==> src/design/ira_pkg.sv <==
// constants shared by the read-input / accumulator command block
// assumes one synchronous clock domain and byte-wide frame streams
package ira_pkg;

  // ***************************************************
  // frame layout
  // ***************************************************
  localparam logic [3:0] FRAME_LAST = 4'd8; // nine bytes, index 0..8
  localparam logic [3:0] CKSUM_IDX = 4'd8;
  localparam logic [3:0] IDX_ADDR = 4'd0;
  localparam logic [3:0] IDX_INSTR = 4'd1;
  localparam logic [3:0] IDX_TYPE = 4'd2;
  localparam logic [3:0] IDX_BANK = 4'd3;
  localparam logic [3:0] IDX_VAL3 = 4'd4;
  localparam logic [7:0] MODULE_ADDR_DEFAULT = 8'h01;
  localparam logic [7:0] HOST_ADDR = 8'h02;

  // ***************************************************
  // instructions and status codes
  // ***************************************************
  localparam logic [7:0] INSTR_READ_INPUT = 8'h0F;
  localparam logic [7:0] INSTR_ACCUMULATE = 8'h13;
  localparam logic [7:0] INSTR_COMPARE = 8'h14;
  localparam logic [7:0] STATUS_OK = 8'h64;
  localparam logic [7:0] STATUS_BAD_CKSUM = 8'h01;
  localparam logic [7:0] STATUS_BAD_CMD = 8'h02;
  localparam logic [7:0] STATUS_BAD_TYPE = 8'h03;
  localparam logic [7:0] STATUS_BAD_VALUE = 8'h04;

  // ***************************************************
  // read-input banks and ports
  // ***************************************************
  localparam logic [7:0] BANK_DIGITAL = 8'h00;
  localparam logic [7:0] BANK_ANALOG = 8'h01;
  localparam logic [7:0] BANK_OUTPUTS = 8'h02;
  localparam logic [7:0] PORT_ALL = 8'hFF;
  localparam logic [7:0] PORT_LINES = 8'h08; // ports below this are single lines
  localparam logic [7:0] PORT_ANALOG_A = 8'h00;
  localparam logic [7:0] PORT_ANALOG_B = 8'h04;
  localparam logic [7:0] PORT_SUPPLY = 8'h08;
  localparam logic [7:0] PORT_TEMP_0 = 8'h09;
  localparam logic [7:0] PORT_TEMP_1 = 8'h0A;
  localparam logic [7:0] PORT_TEMP_2 = 8'h0B;

  // ***************************************************
  // accumulate operations and condition bits
  // ***************************************************
  localparam logic [7:0] OP_ADD = 8'h00;
  localparam logic [7:0] OP_SUB = 8'h01;
  localparam logic [7:0] OP_MUL = 8'h02;
  localparam logic [7:0] OP_DIV = 8'h03;
  localparam logic [7:0] OP_REMAINDER = 8'h04;
  localparam logic [7:0] OP_AND = 8'h05;
  localparam logic [7:0] OP_OR = 8'h06;
  localparam logic [7:0] OP_XOR = 8'h07;
  localparam logic [7:0] OP_NOT = 8'h08;
  localparam logic [7:0] OP_LOAD = 8'h09;
  localparam int COND_ZE = 0;
  localparam int COND_NZ = 1;
  localparam int COND_EQ = 2;
  localparam int COND_NE = 3;
  localparam int COND_GT = 4;
  localparam int COND_GE = 5;
  localparam int COND_LT = 6;
  localparam int COND_LE = 7;
  localparam logic [31:0] ACCUM_RESET = 32'h0000_0000;
  localparam logic [7:0] COND_RESET = 8'h00;

  typedef enum logic [1:0] {
    ST_RECEIVE = 2'b00,
    ST_EXECUTE = 2'b01,
    ST_REPLY = 2'b10
  } ira_state_t;

endpackage

==> src/design/ira_alu.sv <==
// accumulator arithmetic and compare, purely combinational
// assumes the caller registers the result and flags
`timescale 1ns/1ps
module ira_alu (
  input wire logic [7:0] op, // operation code from the type byte
  input wire logic signed [31:0] acc, // current accumulator
  input wire logic signed [31:0] operand, // value field of the frame
  output logic signed [31:0] result, // new accumulator value
  output logic op_ok, // operation code known
  output logic eq, // accumulator equals operand
  output logic gt, // accumulator greater, signed
  output logic lt // accumulator lower, signed
);
  import ira_pkg::*;

  // ***************************************************
  // operation select
  // ***************************************************
  // divide by zero leaves the accumulator alone rather than inventing a value
  always_comb begin
    result = acc;
    op_ok = 1'b1;
    case (op)
      OP_ADD: result = acc + operand;
      OP_SUB: result = acc - operand;
      OP_MUL: result = acc * operand;
      OP_DIV: result = (operand != 32'sh0000_0000) ? acc / operand : acc;
      OP_REMAINDER: result = (operand != 32'sh0000_0000) ? acc % operand : acc;
      OP_AND: result = acc & operand;
      OP_OR: result = acc | operand;
      OP_XOR: result = acc ^ operand;
      OP_NOT: result = ~acc;
      OP_LOAD: result = operand;
      default: op_ok = 1'b0;
    endcase
  end

  // signed compare, operand is two's complement from the host
  always_comb begin
    eq = (acc == operand);
    gt = (acc > operand);
    lt = (acc < operand);
  end

endmodule

==> src/design/ira_top.sv <==
// frame interpreter for read-input, accumulate and compare commands
// assumes byte streams synchronous to SYS_CLK and a host that waits for each reply
// Functional notes
// - instruction 0x0F reads an input, the type byte is the port and the bank byte the bank.
// - the reply carries host address, own address, status, instruction, four value bytes high first, checksum; 0x64 is success.
// - bank 0 ports 0 to 7 give each digital input as 0 or 1, the analog lines included.
// - bank 0 port 255 samples all eight inputs into the low eight accumulator bits.
// - bank 1 gives the two 12-bit conversions at ports 0 and 4, supply at 8 and temperatures at 9 to 11.
// - bank 2 ports 0 to 7 give the last set state of each digital output as 0 or 1.
// - instruction 19 applies the type-selected operation with the operand and stores the accumulator.
// - types 0 to 4 are add, subtract, multiply, divide and remainder.
// - types 5 to 9 are and, or, exclusive-or, invert and load.
// - an accumulate command is answered with status 100 in direct mode.
// - instruction 20 compares accumulator with operand and sets the flags, type and bank ignored.
// - in direct mode a read only answers, except bank 0 port 255; in standalone mode it is also copied to the accumulator.
// - the flags provide zero, not zero, equal, not equal, greater, greater-or-equal, lower, lower-or-equal.
`timescale 1ns/1ps
module ira_top #(
  parameter logic [7:0] MODULE_ADDR = ira_pkg::MODULE_ADDR_DEFAULT // own target address
) (
  input wire logic SYS_CLK, // system clock, 100 MHz
  input wire logic RESET, // synchronous reset, high
  input wire logic CE, // clock enable, freezes all state when low, but RESET high still clears it
  input wire logic RX_VALID, // command byte present
  input wire logic [7:0] RX_DATA, // command byte
  output logic RX_READY, // block takes command bytes
  output logic TX_VALID, // reply byte present
  output logic [7:0] TX_DATA, // reply byte
  input wire logic TX_READY, // host takes reply byte
  input wire logic STANDALONE, // high: standalone mode, low: direct mode
  input wire logic [7:0] DIG_IN, // general-purpose digital inputs
  input wire logic [11:0] ANALOG_A, // conversion result of first analog line
  input wire logic [11:0] ANALOG_B, // conversion result of second analog line
  input wire logic [15:0] SUPPLY_V, // supply voltage, tenths of a volt
  input wire logic [15:0] TEMP_0, // temperature, signed degrees
  input wire logic [15:0] TEMP_1, // temperature, signed degrees
  input wire logic [15:0] TEMP_2, // temperature, signed degrees
  input wire logic [7:0] OUT_STATE, // digital output states as last set
  output logic [31:0] ACCUM, // accumulator
  output logic [7:0] COND // jump conditions 0..7
);
  import ira_pkg::*;

  ira_state_t state, next_state;
  logic [7:0] rx_buf [0:8];
  logic [7:0] next_rx_buf [0:8];
  logic [7:0] tx_buf [0:8];
  logic [7:0] next_tx_buf [0:8];
  logic [3:0] cnt, next_cnt;
  logic next_rx_ready, next_tx_valid;
  logic [7:0] next_tx_data;
  logic [31:0] next_accum;
  logic [7:0] next_cond;
  logic [7:0] rx_sum, tx_sum, status;
  logic [31:0] operand, value;
  logic signed [31:0] alu_result;
  logic alu_ok, cmp_eq, cmp_gt, cmp_lt;

  // ***************************************************
  // arithmetic unit
  // ***************************************************
  assign operand = {rx_buf[IDX_VAL3], rx_buf[IDX_VAL3 + 4'd1], rx_buf[IDX_VAL3 + 4'd2],
                    rx_buf[IDX_VAL3 + 4'd3]};

  ira_alu u_alu (
    .op(rx_buf[IDX_TYPE]),
    .acc(ACCUM),
    .operand(operand),
    .result(alu_result),
    .op_ok(alu_ok),
    .eq(cmp_eq),
    .gt(cmp_gt),
    .lt(cmp_lt)
  );

  // ***************************************************
  // frame sequencer and command execution
  // ***************************************************
  // one frame at a time: receiving stops while a reply is pending
  always_comb begin
    next_state = state;
    next_cnt = cnt;
    next_rx_ready = RX_READY;
    next_tx_valid = TX_VALID;
    next_tx_data = TX_DATA;
    next_accum = ACCUM;
    next_cond = COND;
    for (int i = 0; i < 9; i++) begin
      next_rx_buf[i] = rx_buf[i];
      next_tx_buf[i] = tx_buf[i];
    end
    rx_sum = 8'h00;
    tx_sum = 8'h00;
    status = STATUS_OK;
    value = 32'h0000_0000;
    case (state)
      ST_RECEIVE: begin
        if (RX_VALID && RX_READY) begin
          next_rx_buf[cnt] = RX_DATA;
          if (cnt == FRAME_LAST) begin
            next_cnt = 4'd0;
            next_rx_ready = 1'b0;
            next_state = ST_EXECUTE;
          end else begin
            next_cnt = 4'(cnt + 4'd1);
          end
        end
      end
      ST_EXECUTE: begin
        for (int i = 0; i < 8; i++) begin
          rx_sum = 8'(rx_sum + rx_buf[i]);
        end
        if (rx_buf[IDX_ADDR] != MODULE_ADDR) begin
          // frames for another module are dropped without a reply
          next_rx_ready = 1'b1;
          next_state = ST_RECEIVE;
        end else begin
          if (rx_sum != rx_buf[CKSUM_IDX]) begin
            status = STATUS_BAD_CKSUM;
          end else begin
            case (rx_buf[IDX_INSTR])
              INSTR_READ_INPUT: begin
                case (rx_buf[IDX_BANK])
                  BANK_DIGITAL: begin
                    if (rx_buf[IDX_TYPE] == PORT_ALL) begin
                      value = {24'h00_0000, DIG_IN};
                      next_accum = {ACCUM[31:8], DIG_IN};
                    end else if (rx_buf[IDX_TYPE] < PORT_LINES) begin
                      value = {31'h0000_0000, DIG_IN[rx_buf[IDX_TYPE][2:0]]};
                    end else begin
                      status = STATUS_BAD_TYPE;
                    end
                  end
                  BANK_ANALOG: begin
                    case (rx_buf[IDX_TYPE])
                      PORT_ANALOG_A: value = {20'h0_0000, ANALOG_A};
                      PORT_ANALOG_B: value = {20'h0_0000, ANALOG_B};
                      PORT_SUPPLY: value = {16'h0000, SUPPLY_V};
                      PORT_TEMP_0: value = {{16{TEMP_0[15]}}, TEMP_0};
                      PORT_TEMP_1: value = {{16{TEMP_1[15]}}, TEMP_1};
                      PORT_TEMP_2: value = {{16{TEMP_2[15]}}, TEMP_2};
                      default: status = STATUS_BAD_TYPE;
                    endcase
                  end
                  BANK_OUTPUTS: begin
                    if (rx_buf[IDX_TYPE] < PORT_LINES) begin
                      value = {31'h0000_0000, OUT_STATE[rx_buf[IDX_TYPE][2:0]]};
                    end else begin
                      status = STATUS_BAD_TYPE;
                    end
                  end
                  default: status = STATUS_BAD_VALUE;
                endcase
                // the port-255 case already wrote the accumulator itself
                if (STANDALONE && status == STATUS_OK && rx_buf[IDX_TYPE] != PORT_ALL) begin
                  next_accum = value;
                end
              end
              INSTR_ACCUMULATE: begin
                value = operand; // reply echoes the operand
                if (alu_ok) begin
                  next_accum = alu_result;
                  next_cond[COND_ZE] = (alu_result == 32'sh0000_0000);
                  next_cond[COND_NZ] = (alu_result != 32'sh0000_0000);
                end else begin
                  status = STATUS_BAD_TYPE;
                end
              end
              INSTR_COMPARE: begin
                value = operand;
                next_cond[COND_ZE] = cmp_eq;
                next_cond[COND_NZ] = !cmp_eq;
                next_cond[COND_EQ] = cmp_eq;
                next_cond[COND_NE] = !cmp_eq;
                next_cond[COND_GT] = cmp_gt;
                next_cond[COND_GE] = cmp_gt || cmp_eq;
                next_cond[COND_LT] = cmp_lt;
                next_cond[COND_LE] = cmp_lt || cmp_eq;
              end
              default: status = STATUS_BAD_CMD;
            endcase
          end
          // reply frame assembled in one go, status OK is 100
          next_tx_buf[0] = HOST_ADDR;
          next_tx_buf[1] = MODULE_ADDR;
          next_tx_buf[2] = status;
          next_tx_buf[3] = rx_buf[IDX_INSTR];
          next_tx_buf[4] = value[31:24];
          next_tx_buf[5] = value[23:16];
          next_tx_buf[6] = value[15:8];
          next_tx_buf[7] = value[7:0];
          for (int i = 0; i < 8; i++) begin
            tx_sum = 8'(tx_sum + next_tx_buf[i]);
          end
          next_tx_buf[8] = tx_sum;
          next_tx_data = next_tx_buf[0];
          next_tx_valid = 1'b1;
          next_cnt = 4'd0;
          next_state = ST_REPLY;
        end
      end
      ST_REPLY: begin
        if (TX_VALID && TX_READY) begin
          if (cnt == FRAME_LAST) begin
            next_tx_valid = 1'b0;
            next_cnt = 4'd0;
            next_rx_ready = 1'b1;
            next_state = ST_RECEIVE;
          end else begin
            next_cnt = 4'(cnt + 4'd1);
            next_tx_data = tx_buf[4'(cnt + 4'd1)];
          end
        end
      end
      default: begin
        next_state = ST_RECEIVE;
        next_cnt = 4'd0;
        next_rx_ready = 1'b1;
        next_tx_valid = 1'b0;
      end
    endcase
  end

  // ***************************************************
  // state registers
  // ***************************************************
  // buffers are cleared on reset along with the rest of the state
  always_ff @(posedge SYS_CLK) begin
    if (RESET) begin
      state <= ST_RECEIVE;
      cnt <= 4'd0;
      RX_READY <= 1'b1;
      TX_VALID <= 1'b0;
      TX_DATA <= 8'h00;
      ACCUM <= ACCUM_RESET;
      COND <= COND_RESET;
      for (int i = 0; i < 9; i++) begin
        rx_buf[i] <= 8'h00;
        tx_buf[i] <= 8'h00;
      end
    end else if (CE) begin
      state <= next_state;
      cnt <= next_cnt;
      RX_READY <= next_rx_ready;
      TX_VALID <= next_tx_valid;
      TX_DATA <= next_tx_data;
      ACCUM <= next_accum;
      COND <= next_cond;
      for (int i = 0; i < 9; i++) begin
        rx_buf[i] <= next_rx_buf[i];
        tx_buf[i] <= next_tx_buf[i];
      end
    end
  end

endmodule

==> config.mk <==
export PLATFORM = sky130hd
export DESIGN_NAME = ira_top
export DESIGN_NICKNAME = d
export VERILOG_FILES = /design/src/design/ira_pkg.sv /design/src/design/ira_alu.sv /design/src/design/ira_top.sv
export SDC_FILE = /design/constraint.sdc
export NUM_CORES = 2
export LEC_CHECK = 0
export ABC_AREA = 1
export ABC_CLOCK_PERIOD_IN_PS = 188500
export BUFFER_PORTS_ARGS = -buffer_cell sky130_fd_sc_hd__buf_2
export CAP_MARGIN = 20
export CORE_MARGIN = 1
export CORE_UTILIZATION = 40
export DETAILED_ROUTE_END_ITERATION = 8
export SYNTH_ARGS = -nofsm -noshare
export SYNTH_HDL_FRONTEND = slang
export SYNTH_HIERARCHICAL = 1
export SYNTH_SLANG_ARGS = --single-unit
==> constraint.sdc <==
create_clock -name SYS_CLK -period 188.5 [get_ports SYS_CLK]
set_clock_uncertainty 0.2 [all_clocks]
set_input_delay 18.85 -clock SYS_CLK [delete_from_list [all_inputs] [get_ports SYS_CLK]]
set_output_delay 18.85 -clock SYS_CLK [all_outputs]
set_load 0.02 [all_outputs]
==> results.md <==
- Status: completed
- Asr flop ratio synth: 0%
- Nets: 12500
- Die area: roughly 180000 µm²
- Crit-path max cell delay: 0.80 ns
- Top cell type's share of synthesized area: approximately 16%
- Seq/Total Area, Yosys: 6.97%
- Footprint of the multi-input gates: 55700 µm²
- Row cnt: about 150
- Vias in the first global route: between 70000 and 80000
- Syn_area_per_cell: 6.29 µm²
- Startpoint types: flip-flop
- Setup violators final: 0
- Critical Path RT: 188.69 ns
- CTS Buf Count: 17
- Fillers: 18800
- Global-route wire length before repair: 447000 µm
- Pre-antenna DRT Iters: 7
- Post-Synthesis Cells: roughly 11000
- Post-DP HPWL: 240000 µm
- Max-cap viol count: 0
- Placer congestion estimate: 1.10
- Most frequent CP cell: nand2_1
- Skew-Pair Late Insertion Delay: 0.50 ns
- Postcts setup bufs: 0
- Met1 usage: a little over two fifths
- CTS tree: yes
- Top-count cell post-synth: nand2_1
- Cts hold-fix bufs: 0
- Worst-Margin Slew: 1.24 ns
- DR DRC count: 0
- Setup_tns: 0 ns
- Largest net degree at the start of global routing: 73
- Worst-path maximum fanout: 59
- Root Buffer: clkbuf_16
- Number of synthesized flops with an enable pin: around 130
- Min-delay worst type: reg -> reg
- Met2 Use GR: 54.5%
- Port-buffer cells: 167
- Layout cell share with drive strength beyond 1: 6.27%
- Clock transition at the registers of the reported paths: 0.10 ns
- Most frequent cells after synthesis: 2997 x nand2_1, 2007 x inv_1, 802 x ha_1
- Post_cts resized: 0
- Synth Cell Area: approximately 70000 µm²
- Inst Count DP: ~13000
- Met3 Usage GRT: 5.12%
- Worst slack, placed: about 100 ns
- F_max: 11.0 MHz
- Arrival time of the worst setup path: 90.73 ns
- Die Y: approximately 420 µm
- Yosys warns: 6
- Final Hold Fails: 0
- CP endpoint kind: flip-flop
- Leak pwr: 43.1 nW
- #FFs+latches synth: 181
- CP max-delay cell: clkinv_1
- Max-Slew Margin vs Limit: between 15 and 20%
- Critical path buffers and inverters: 86
- Maximum root-to-sink buffer count: 2
- Synth-to-layout area growth: 5.50%
- Fin crit share: 48.0%
- Top post-synthesis cells by area: nand2_1 16%, ha_1 14%, fa_1 14%, inv_1 11%, edfxtp_1 5.4%
- IO Count: 168
- Initial DRC Count: 7929
- Routed wire length: 304000 µm
- RSZ-0062 raised after global routing: no
- Yosys top cell by area: nand2_1
- Netlist cell types: between 80 and 90
- CP top delay family: simple AND/OR/NAND/NOR gates
- WL/cell: ~23 µm
- Maximum VDD drop: between 6 and 7 µV
- GRT Max-Usage Layer: met2
- Hold WS: 0.269 ns
- Grt total ovfl: 0
- Pwr per Cell Area: 3.20 nW/µm²
- Slew Viols, Final: 0
- Core area: roughly 170000 µm²
- Initial Util: around 40%
- Die width: 420 µm
- Vias: 75600
- Global-route usage over all layers: 33.6%
- Mean number of vias per cell: around 5.6
- Syn nets: 12500
- Setup CP Type: reg -> reg
- Main synth FF type: edfxtp_1
- Final Critical Period: roughly 91 ns
- Finished Layout Cells: 13400
- Initial antenna violation count: 15
- Setup ws final: 97.96 ns
- Htree depth: 4
- Register area: 4890 µm²
- Remaining antenna violation count: 0
- Clock Sinks: 181
## final timing paths
check / end / cells after the start / slack (ns) / startpoint
hold / removal: COND[4]$_SDFFE_PP0P_ / 2 / 0.27 / COND[4]$_SDFFE_PP0P_
setup reg to reg: COND[1]$_SDFFE_PP0P_ / 546 / 97.96 / ACCUM[31]$_SDFFE_PP0P_
hold reg to reg: COND[4]$_SDFFE_PP0P_ / 2 / 0.27 / COND[4]$_SDFFE_PP0P_
setup / recovery: COND[1]$_SDFFE_PP0P_ / 546 / 97.96 / ACCUM[31]$_SDFFE_PP0P_
## metrics by stage
stage	util [%]	instance area, µm²	total power [W]
2_1_floorplan	-	70000	0.000147
3_3_place_gp	42.1	73100	0.000191
3_5_place_dp	42.1	73100	0.000192
4_1_cts	42.4	73800	0.000233
5_1_grt	42.5	73800	0.000252
6_report	42.5	73800	0.000236
## layout by cell type (no fill, tap or decap), types with 23 or more instances in the layout
cell type	Yosys	routed
nand2_1	2997	2994
inv_1	2007	2006
ha_1	802	802
nor2_1	735	734
a21oi_1	723	722
nand3_1	579	579
fa_1	475	475
o21ai_0	407	404
xor2_1	289	288
buf_2	70	167
xnor2_1	156	156
buf_4	53	139
nor3_1	139	138
nand4_1	131	131
edfxtp_1	125	125
or2_2	104	104
a211oi_1	81	81
o21ai_1	78	79
nor4_1	72	72
nand2_2	60	63
o211ai_1	55	55
o22ai_1	46	46
a31oi_1	46	46
dfxtp_1	56	43
o21bai_1	42	42
inv_2	41	41
nand3b_1	32	32
and2_1	31	31
a22oi_1	30	30
o31ai_1	30	30
a21o_1	30	30
nor2_2	26	27
o21ai_2	24	25
a2111oi_0	25	25
clkinv_1	22	23
## cells by family (layout without fill, tap and decap cells)
family	after synthesis	after routing	synth area share (%)
buf+inv	2418	2410	13.5
mux	3	3	0.0429
other cells	0	13	0
xor+xnor	445	445	5.57
simple gates	4989	4989	30.6
compound gates	1804	1804	15.3
flops	181	181	6.97
fa+ha+maj	1277	1277	27.9
## report_power, final
group | internal (W) | switching [W] | total [W]
Sequential | 0.0000444 | 0.00000313 | 0.0000476
Combinational | 0.0000461 | 0.000102 | 0.000148
Clock | 0.0000185 | 0.0000217 | 0.0000402
## layer usage
metal | vias to the layer above | part of all wire [%]
met2 | 3396 | 45
met4 | 10 | 5.8
met5 | - | 0.021
met3 | 710 | 8.1
met1 | 35700 | 41
li1 | 35700 | -
## worst register-to-register path: cells and delay by family (launching register included)
kind / cells / cell delay, ns
fa+ha+maj: 32 / 10.29
xor+xnor: 5 / 0.79
flops: 1 / 0.34
buf+inv: 86 / 13.50
simple gates: 272 / 33.72
compound gates: 151 / 31.64
## final cells by class
cell class              instances  area share (%)
multi-input cells            8518            75.4
inverters                    2072            10.5
flip-flops and latches        181            6.63
well taps                    2325            3.94
repair buffers                306            2.55
clock buffers                  17           0.576
clock inverters                15           0.292
diodes                         13          0.0441
## flip-flops by register name, indices dropped and copies added, names as in the netlist
| name | flops |
|---|---|
| COND | 8 |
| ACCUM | 32 |
| tx_buf | 53 |
| TX_DATA | 8 |
| rx_buf | 72 |
| TX_VALID | 1 |
| cnt | 4 |
| state | 2 |
| RX_READY | 1 |
(Power assumes the default switching activity.)
